File: src/include/pob_defines.vh
// constants for the pwm output stage with fault brake
`ifndef POB_DEFINES_VH
`define POB_DEFINES_VH

// register indices; byte address is four times the index
`define POB_IDX_INVERT     10'h0D6
`define POB_IDX_BRAKE      10'h0D7
`define POB_IDX_CTRL1      10'h0DF
`define POB_IDX_MASK_EN    10'h0FB
`define POB_IDX_MASK_LVL   10'h0FC
`define POB_IDX_EVT_CTRL   10'h0B7
`define POB_IDX_CTRL0      10'h0E1
`define POB_IDX_IRQ_EN     10'h0E2

// reset value shared by every register except the brake state, which resets to ST_RUN
`define POB_RST_BYTE       8'h00
`define POB_RST_CH         6'h00

// field positions
`define POB_CTRL0_RUN      7
`define POB_CTRL0_EVT      5
`define POB_CTRL1_PINEN    3
`define POB_CTRL1_CENTER   4
`define POB_BRK_FLAG       7
`define POB_BRK_EDGE       6
`define POB_IRQ_BRK_EN     0
`define POB_IRQ_EVT_EN     1

// field masks for readback
`define POB_MASK_CH        8'h3F
`define POB_MASK_EVT_CTRL  8'h37
`define POB_MASK_IRQ       8'h03

// event type codes
`define POB_EVT_FALL       2'h0
`define POB_EVT_RISE       2'h1
`define POB_EVT_CENTER     2'h2
`define POB_EVT_END        2'h3
`define POB_CH_LAST        3'h5
`define POB_CH_FIRST       3'h0
`define POB_EVT_TYP_HI     5
`define POB_EVT_TYP_LO     4
`define POB_EVT_SEL_HI     2

// debounce: brake pin must differ for 8 clocks, count 0..7
`define POB_DEB_LAST       3'h7
`define POB_DEB_ZERO       3'h0
`define POB_DEB_ONE        3'h1

`endif

File: src/hw/pob_output_stage.v
// pwm output stage: masking, fault brake, polarity and period event flag
//
// Chosen here: the APB slave port.
`timescale 1ns/1ps
`include "pob_defines.vh"

// What this block does
// [RULE1] per-channel mask enable picks generator or mask level; enables reset to zero
// [RULE2] masked channel is driven low for mask level 0, high for 1
// [RULE3] masked level still passes through that channel's polarity inversion
// [RULE4] brake pin acts only while pin-brake enable bit 3 of control second is set
// [RULE5] during brake channels 0..5 take their brake data bit
// [RULE6] a brake event clears the run bit, bit 7 of control 0
// [RULE7] a brake event resets the 16-bit period counter to zero
// [RULE8] a brake event sets brake flag bit 7, which requests the brake interrupt
// [RULE9] software clears the brake flag; clearing it does not release the brake
// [RULE10] setting the run bit again releases the brake and normal waveforms return
// [RULE11] edge select bit 6: 0 falling edge, 1 rising edge triggers a brake
// [RULE12] brake pin always filtered by an eight-clock debounce
// [RULE13] fault source holds its level more than eight clocks
// [RULE14] adc compare event triggers the same full brake behaviour
// [RULE15] polarity bit 0 drives pin directly, 1 inverts; resets to 0
// [RULE16] event flag bit 5 of control 0 set at the selected period point
// [RULE17] centre and end events only occur in center-aligned operation
// [RULE18] software clears the event flag itself
// [RULE19] event type 00 fall, 01 rise, 10 centre, 11 end of period
// [RULE20] channel select 000..101 picks channel 0..5, other codes channel 0
// [RULE21] brake interrupt has its own output and its own enable bit
// [RULE22] path order: generator, mask, brake override, polarity, pin
// [RULE23] brake reacts to a debounced edge, one clock after filter accepts it
module pob_output_stage
(
  // clock and reset
  input  wire        clk_in,
  input  wire        rst_in,
  // apb slave
  input  wire        psel_in,
  input  wire        penable_in,
  input  wire        pwrite_in,
  input  wire [11:0] paddr_in,
  input  wire [31:0] pwdata_in,
  output wire [31:0] prdata_out,
  output wire        pready_out,
  output wire        pslverr_out,
  // from the rest of the pwm unit
  input  wire [5:0]  gen_in,
  input  wire        period_center_in,
  input  wire        period_end_in,
  input  wire        adc_cmp_event_in,
  // fault brake pin
  input  wire        brake_pin_in,
  // to the rest of the pwm unit
  output wire        run_out,
  output wire        counter_clear_out,
  output wire [7:0]  ctrl_second_out,
  output wire [7:0]  event_ctrl_out,
  // interrupts, separate lines
  output wire        brake_irq_out,
  output wire        event_irq_out,
  // output pins
  output wire [5:0]  pwm_out
);

  // ==========================================================
  // state machine and helpers
  // ==========================================================
  localparam ST_RUN   = 2'b01;
  localparam ST_BRAKE = 2'b10;

  // word hit at a register index, byte address is index times four
  function hit;
    input [11:0] addr;
    input [9:0]  idx;
    begin
      hit = (addr == {idx, 2'b00});
    end
  endfunction

  reg  [1:0]  state_reg;
  reg  [1:0]  state_next;
  reg  [5:0]  invert_reg;
  reg  [7:0]  brake_reg;
  reg  [7:0]  brake_next;
  reg  [7:0]  ctrl1_reg;
  reg  [5:0]  mask_en_reg;
  reg  [5:0]  mask_lvl_reg;
  reg  [7:0]  evt_ctrl_reg;
  reg  [7:0]  ctrl0_reg;
  reg  [7:0]  ctrl0_next;
  reg  [1:0]  irq_en_reg;
  reg  [31:0] prdata_reg;
  reg         pready_reg;
  reg         pslverr_reg;
  reg  [2:0]  deb_cnt_reg;
  reg         deb_filt_reg;
  reg         deb_prev_reg;
  reg  [5:0]  gen_prev_reg;
  reg         clear_reg;
  reg         brake_irq_reg;
  reg         event_irq_reg;
  reg  [5:0]  pwm_reg;
  reg  [5:0]  pin_next;
  reg  [7:0]  rd_byte;
  reg         rd_ok;
  reg         evt_hit;
  reg  [2:0]  ch_sel;
  wire        wr_en;
  wire        pin_edge;
  wire        brake_event;

  // ==========================================================
  // apb slave
  // ==========================================================
  // writes land only on the access cycle that sees pready high
  assign wr_en = psel_in & penable_in & pready_reg & pwrite_in
                 & ~pslverr_reg;

  // read mux, evaluated in the setup cycle
  always @*
  begin
    rd_ok   = 1'b1;
    rd_byte = `POB_RST_BYTE;
    if (paddr_in[1:0] != 2'b00)
      rd_ok = 1'b0;
    else if (hit(paddr_in, `POB_IDX_INVERT))
      rd_byte = {2'b00, invert_reg};
    else if (hit(paddr_in, `POB_IDX_BRAKE))
      rd_byte = brake_reg;
    else if (hit(paddr_in, `POB_IDX_CTRL1))
      rd_byte = ctrl1_reg;
    else if (hit(paddr_in, `POB_IDX_MASK_EN))
      rd_byte = {2'b00, mask_en_reg};
    else if (hit(paddr_in, `POB_IDX_MASK_LVL))
      rd_byte = {2'b00, mask_lvl_reg};
    else if (hit(paddr_in, `POB_IDX_EVT_CTRL))
      rd_byte = evt_ctrl_reg & `POB_MASK_EVT_CTRL;
    else if (hit(paddr_in, `POB_IDX_CTRL0))
      rd_byte = ctrl0_reg;
    else if (hit(paddr_in, `POB_IDX_IRQ_EN))
      rd_byte = {6'h00, irq_en_reg};
    else
      rd_ok = 1'b0;
  end

  // no wait state: answer registered from the setup cycle
  always @(posedge clk_in or posedge rst_in)
  begin
    if (rst_in)
    begin
      prdata_reg  <= 32'h00000000;
      pready_reg  <= 1'b0;
      pslverr_reg <= 1'b0;
    end
    else
    begin
      pready_reg  <= psel_in & ~penable_in;
      if (psel_in & ~penable_in)
      begin
        prdata_reg  <= {24'h000000, rd_byte};
        pslverr_reg <= ~rd_ok;
      end
      else if (~psel_in)
        pslverr_reg <= 1'b0;
    end
  end

  // ==========================================================
  // brake pin debounce and edge detect
  // ==========================================================
  // level accepted only after eight clocks of disagreement
  always @(posedge clk_in or posedge rst_in)
  begin
    if (rst_in)
    begin
      deb_cnt_reg  <= `POB_DEB_ZERO;
      deb_filt_reg <= 1'b0;
      deb_prev_reg <= 1'b0;
    end
    else
    begin
      deb_prev_reg <= deb_filt_reg;
      if (brake_pin_in == deb_filt_reg)
        deb_cnt_reg <= `POB_DEB_ZERO; // [RULE12]
      else if (deb_cnt_reg == `POB_DEB_LAST)
      begin
        deb_filt_reg <= brake_pin_in; // [RULE12]
        deb_cnt_reg  <= `POB_DEB_ZERO;
      end
      else
        deb_cnt_reg <= deb_cnt_reg + `POB_DEB_ONE;
    end
  end

  // edge on the filtered level, polarity from edge select
  assign pin_edge = brake_reg[`POB_BRK_EDGE] ?
                    (deb_filt_reg & ~deb_prev_reg) :
                    (~deb_filt_reg & deb_prev_reg); // [RULE11] [RULE23]

  assign brake_event = (ctrl1_reg[`POB_CTRL1_PINEN] & pin_edge) // [RULE4]
                       | adc_cmp_event_in; // [RULE14]

  // ==========================================================
  // period event detection
  // ==========================================================
  // a stale selection code falls back to channel zero
  always @*
  begin
    ch_sel = (evt_ctrl_reg[`POB_EVT_SEL_HI:0] > `POB_CH_LAST) ?
             `POB_CH_FIRST : evt_ctrl_reg[`POB_EVT_SEL_HI:0]; // [RULE20]
    evt_hit = 1'b0;
    case (evt_ctrl_reg[`POB_EVT_TYP_HI:`POB_EVT_TYP_LO]) // [RULE19]
      `POB_EVT_FALL:
        evt_hit = gen_prev_reg[ch_sel] & ~gen_in[ch_sel];
      `POB_EVT_RISE:
        evt_hit = ~gen_prev_reg[ch_sel] & gen_in[ch_sel];
      `POB_EVT_CENTER:
        evt_hit = period_center_in &
                  ctrl1_reg[`POB_CTRL1_CENTER]; // [RULE17]
      default:
        evt_hit = period_end_in &
                  ctrl1_reg[`POB_CTRL1_CENTER]; // [RULE17]
    endcase
  end

  // ==========================================================
  // brake state machine
  // ==========================================================
  // a new event in the same cycle as a run write keeps the brake
  always @*
  begin
    state_next = state_reg;
    case (state_reg)
      ST_RUN:
        if (brake_event)
          state_next = ST_BRAKE;
      ST_BRAKE:
        if (~brake_event & wr_en & hit(paddr_in, `POB_IDX_CTRL0)
            & pwdata_in[`POB_CTRL0_RUN])
          state_next = ST_RUN; // [RULE10]
      default:
        state_next = ST_RUN;
    endcase
  end

  // ==========================================================
  // control 0 and brake data next values, hardware beats software writes
  // ==========================================================
  always @*
  begin
    ctrl0_next = ctrl0_reg;
    if (wr_en & hit(paddr_in, `POB_IDX_CTRL0))
      ctrl0_next = pwdata_in[7:0]; // [RULE18]
    if (evt_hit)
      ctrl0_next[`POB_CTRL0_EVT] = 1'b1; // [RULE16]
    if (brake_event)
      ctrl0_next[`POB_CTRL0_RUN] = 1'b0; // [RULE6]
    brake_next = brake_reg;
    if (wr_en & hit(paddr_in, `POB_IDX_BRAKE))
      brake_next = pwdata_in[7:0]; // [RULE9]
    if (brake_event)
      brake_next[`POB_BRK_FLAG] = 1'b1; // [RULE8]
  end

  // ==========================================================
  // register file
  // ==========================================================
  always @(posedge clk_in or posedge rst_in)
  begin
    if (rst_in)
    begin
      state_reg    <= ST_RUN;
      invert_reg   <= `POB_RST_CH;
      brake_reg    <= `POB_RST_BYTE;
      ctrl1_reg    <= `POB_RST_BYTE;
      mask_en_reg  <= `POB_RST_CH; // [RULE1]
      mask_lvl_reg <= `POB_RST_CH;
      evt_ctrl_reg <= `POB_RST_BYTE;
      ctrl0_reg    <= `POB_RST_BYTE;
      irq_en_reg   <= 2'b00;
    end
    else
    begin
      state_reg <= state_next;
      brake_reg <= brake_next;
      ctrl0_reg <= ctrl0_next;
      if (wr_en & hit(paddr_in, `POB_IDX_INVERT))
        invert_reg <= pwdata_in[5:0]; // [RULE15]
      if (wr_en & hit(paddr_in, `POB_IDX_CTRL1))
        ctrl1_reg <= pwdata_in[7:0];
      if (wr_en & hit(paddr_in, `POB_IDX_MASK_EN))
        mask_en_reg <= pwdata_in[5:0];
      if (wr_en & hit(paddr_in, `POB_IDX_MASK_LVL))
        mask_lvl_reg <= pwdata_in[5:0];
      if (wr_en & hit(paddr_in, `POB_IDX_EVT_CTRL))
        evt_ctrl_reg <= pwdata_in[7:0] & `POB_MASK_EVT_CTRL;
      if (wr_en & hit(paddr_in, `POB_IDX_IRQ_EN))
        irq_en_reg <= pwdata_in[1:0];
    end
  end

  // ==========================================================
  // output path
  // ==========================================================
  // stage order keeps brake levels in positive logic like masks
  always @*
  begin
    pin_next = (gen_in & ~mask_en_reg)
               | (mask_lvl_reg & mask_en_reg); // [RULE1] [RULE2]
    if (state_next == ST_BRAKE)
      pin_next = brake_next[5:0]; // [RULE5] [RULE22]
    pin_next = pin_next ^ invert_reg; // [RULE3] [RULE15]
  end

  always @(posedge clk_in or posedge rst_in)
  begin
    if (rst_in)
    begin
      gen_prev_reg  <= `POB_RST_CH;
      clear_reg     <= 1'b0;
      brake_irq_reg <= 1'b0;
      event_irq_reg <= 1'b0;
      pwm_reg       <= `POB_RST_CH;
    end
    else
    begin
      gen_prev_reg  <= gen_in;
      clear_reg     <= brake_event; // [RULE7]
      brake_irq_reg <= brake_next[`POB_BRK_FLAG]
                       & irq_en_reg[`POB_IRQ_BRK_EN]; // [RULE21]
      event_irq_reg <= ctrl0_next[`POB_CTRL0_EVT]
                       & irq_en_reg[`POB_IRQ_EVT_EN];
      pwm_reg       <= pin_next;
    end
  end

  assign prdata_out        = prdata_reg;
  assign pready_out        = pready_reg;
  assign pslverr_out       = pslverr_reg;
  assign run_out           = ctrl0_reg[`POB_CTRL0_RUN];
  assign counter_clear_out = clear_reg;
  assign ctrl_second_out   = ctrl1_reg;
  assign event_ctrl_out    = evt_ctrl_reg;
  assign brake_irq_out     = brake_irq_reg;
  assign event_irq_out     = event_irq_reg;
  assign pwm_out           = pwm_reg;

endmodule // pob_output_stage

File: config.mk
export PLATFORM = sky130hd
export DESIGN_NAME = pob_output_stage
export DESIGN_NICKNAME = d
export VERILOG_FILES = /design/src/hw/pob_output_stage.v
export VERILOG_INCLUDE_DIRS = /design/src /design/src/include
export SDC_FILE = /design/constraint.sdc
export NUM_CORES = 1
export LEC_CHECK = 0
export ABC_AREA = 1
export BUFFER_PORTS_ARGS = -buffer_cell sky130_fd_sc_hd__buf_2
export CAP_MARGIN = 0
export CORE_ASPECT_RATIO = 1.1
export CORE_MARGIN = 2
export CORE_UTILIZATION = 35
export DETAILED_ROUTE_END_ITERATION = 10
export PLACE_DENSITY = 0.59
export SLEW_MARGIN = 20
export SYNTH_ARGS = -nofsm -noshare
export SYNTH_HDL_FRONTEND = slang
export SYNTH_SLANG_ARGS = --single-unit
export TNS_END_PERCENT = 20
File: constraint.sdc
create_clock -name clk_in -period 2.4 [get_ports clk_in]
set_input_delay 0.12 -clock clk_in [delete_from_list [all_inputs] [get_ports clk_in]]
set_output_delay 0.12 -clock clk_in [all_outputs]
set_load 0.05 [all_outputs]
==> impl_metrics.env <==
export IMPL_critical_path_max_stage_delay_ps=370
export IMPL_io_pins=119
export IMPL_async_flop_share_pct=100
export IMPL_endpoint_kind="flop"
export IMPL_die_height_um=122
export IMPL_wl_met3_um=634
export IMPL_p_per_area_nw_per_um2=744
export IMPL_path_cells="inv_1 > nand3_1 > nor2_8 > nand3_2 > o21ai_1 > nand2_2 > nand3_2 > nand2_1 > nand3_1 > nand2_1"
export IMPL_synth_adder_area_share_pct=1.13
export IMPL_hold_end="pready_out"
export IMPL_worstPathArrival_ps=2120
export IMPL_grt_pass1_vias=3896
export IMPL_fillers=1312
export IMPL_routedWlPerCell_um=15.0
export IMPL_cap_viol_max_count=0
export IMPL_critPathMaxFanout=12
export IMPL_synth_compound_area_share_pct=11.2
export IMPL_synthDistinctLibCells=40
export IMPL_final_min_clock_period_ps=1890
export IMPL_post_cts_setup_buffer_count=0
export IMPL_reg2reg_to="pwm_out[0]"
export IMPL_die_area_sq_um=13600
export IMPL_syn_avg_cell_area_sq_um=7.71
export IMPL_routed_top_layer="met4"
export IMPL_htree_levels=3
export IMPL_hp_start="penable_in"
export IMPL_detail_route_antenna_nets=0
export IMPL_min_period_over_period_pct=79.0
export IMPL_crit_slowest_cell="dfrtp_1"
export IMPL_skew_ps=10.6
export IMPL_ys_seq_elements=81
export IMPL_synth_area_mux_share_pct=0.253
export IMPL_grt_ovfl_total=0
export IMPL_finalSetupTns_ps=0
export IMPL_dr_first_iter_drc_count=308
export IMPL_grt_max_degree=68
export IMPL_crit_buf_inv=1
export IMPL_avgViaCountPerCell=4.89
export IMPL_synth_top_family_by_area="simple AND/OR/NAND/NOR gates"
export IMPL_worstRegToRegCells=10
export IMPL_hpwl_um=9010
export IMPL_cts_root_buf="clkbuf_16"
export IMPL_die_x_um=111
export IMPL_antenna_found_initial=0
export IMPL_ir_drop_mv=0.342
export IMPL_design_area_sq_um=5250
export IMPL_setup_violations=0
export IMPL_tritoncts="done"
export IMPL_hold_violations=0
export IMPL_clock_latency_ps=340
export IMPL_cts_sinks=81
export IMPL_initial_core_util_pct=35.6
export IMPL_max_freq_ghz=0.528
export IMPL_routed_wirelength_um=12200
export IMPL_num_rows=43
export IMPL_rsz0062_at_grt="false"
export IMPL_p_leak_nw=2.77
export IMPL_gp_congestion=0.894
export IMPL_worst_ep_required_time_ps=2630
export IMPL_grt_usage_pct=18.9
export IMPL_synth_simple_area_share_pct=28.5
export IMPL_tightest_slew_ps=583
export IMPL_synth_xor_area_share_pct=0.197
export IMPL_nNetsFinal=718
export IMPL_syn_area_sq_um=4440
export IMPL_syn_inst=576
export IMPL_area_growth_pct=18.1
export IMPL_synth_edf_count=0
export IMPL_post_cts_resized=0
export IMPL_final_max_slew_viol_count=0
export IMPL_outcome="finished, final reports clean"
export IMPL_r2r_start="pslverr_out"
export IMPL_grt_pass1_wl_um=20000
export IMPL_startpoint_type="flop"
export IMPL_min_path_type="in -> reg"
export IMPL_placed_cell_area_sq_um=4860
export IMPL_yosysWarnings=0
export IMPL_via_count=3991
export IMPL_min_path_cells=2
export IMPL_path_clk_slew_ps=70
export IMPL_wl_met1_um=5360
export IMPL_cts_buffers=9
export IMPL_crit_family="simple AND/OR/NAND/NOR gates"
export IMPL_slew_headroom_pct=60.8
export IMPL_portBuffers=67
export IMPL_n_antenna_cell=0
export IMPL_rrSetupSlack_ps=510
export IMPL_synthFlopType="dfrtp_1"
export IMPL_ys_seq_area_share_pct=45.6
export IMPL_crit_type="reg -> reg"
export IMPL_first_pass_iters=6
export IMPL_drc=0
export IMPL_coreArea_sq_um=12500
export IMPL_drive_gt1_share_pct=17.5
export IMPL_wl_met2_um=5860
export IMPL_cts_path_max_buffers=2
==> kinds of logic after synthesis <==
kind of cell / count (synthesis)
buffers and inverters: 119
muxes: 1
and+or+nand+nor: 278
AOI/OAI and AO/OA: 91
adders and majority gates: 4
xor gates and xnor gates: 1
DFF: 81
other: 1
==> routing by layer <==
metal | vias up | GRT usage (%)
met5 | - | 0
met4 | 0 | 8.10
met3 | 25 | 3.33
met1 | 1882 | 24.4
met2 | 132 | 31.4
li1 | 1952 | -
==> layout make-up <==
| type | count | area [sq um] | share of cell area, % |
|---|---|---|---|
| Timing Repair Buffer | 80 | 463 | 8.83 |
| Sequential cell | 81 | 2030 | 38.7 |
| Clock buffer | 9 | 225 | 4.29 |
| Inverter | 81 | 305 | 5.82 |
| Tap cell | 157 | 196 | 3.75 |
| Clock inverter | 6 | 92.6 | 1.77 |
| Multi-Input combinational cell | 402 | 1930 | 36.9 |
==> cells in the final DEF, fill, tap and decap left out, drive strengths merged <==
master	n
mux2	1
inv	78
nor3	13
a31o	1
dfrtp	80
o22ai	2
nand3	36
clkbuf	9
clkinvlp	2
a21oi	6
or2	1
nor3b	1
and2	1
conb	27
o21a	1
ha	4
nand4	21
xnor2	1
nor2	37
o211ai	3
nand3b	5
a31oi	1
bufinv	2
nand2	163
clkinv	5
buf	73
dlygate4sd3	7
o21ai	76
o21bai	1
dfstp	1
==> how the worst max path moves through the flow <==
stage                startpoint            end  depth (start not counted)
floorplan                rst_in  brake_irq_out                          1
global placement    pslverr_out     pwm_out[5]                         10
detailed placement  pslverr_out     pwm_out[5]                         10
CTS                 pslverr_out     pwm_out[5]                         10
global route        pslverr_out     pwm_out[3]                         10
finish              pslverr_out     pwm_out[0]                         10
==> where the power goes <==
part           switching, mW  total (mW)  internal (mW)
Clock                  0.573        1.48          0.911
Sequential            0.0525        1.53           1.48
Combinational          0.656       0.888          0.232
==> stage by stage <==
stage / worst slack (ps) / std cells / power [mW] / hold slack (ps) / utilization [%]
global route: 356 / 816 / 4.12 / 27.3 / 42.0
CTS: 501 / 816 / 3.94 / 18.6 / 42.0
detailed placement: 516 / 794 / 2.44 / 73.2 / 38.9
floorplan: 202 / 602 / 2.25 / 151 / -
finish: 505 / 816 / 3.90 / 28.1 / 42.0
global placement: 563 / 794 / 2.41 / 69.1 / 38.9
==> cells in the mapped netlist (all sizes together) (2+ instances only) <==
master / count / share of area (%)
nand2: 163 / 14
dfrtp: 80 / 45
inv: 78 / 6.6
o21ai: 76 / 9.1
nor2: 37 / 3.8
nand3: 36 / 4.6
buf: 34 / 5.8
nand4: 21 / 3.0
nor3: 13 / 1.8
a21oi: 6 / 0.68
nand3b: 5 / 0.84
clkbuf: 4 / 0.34
ha: 4 / 1.1
clkinv: 3 / 0.25
o211ai: 3 / 0.51
o22ai: 2 / 0.28
==> timing repair <==
action	in CTS	in global routing
setup endpoints to repair	0	0
hold endpoints to repair	20	0
hold buffers	7	0
Power figures use the tool's default switching activity.
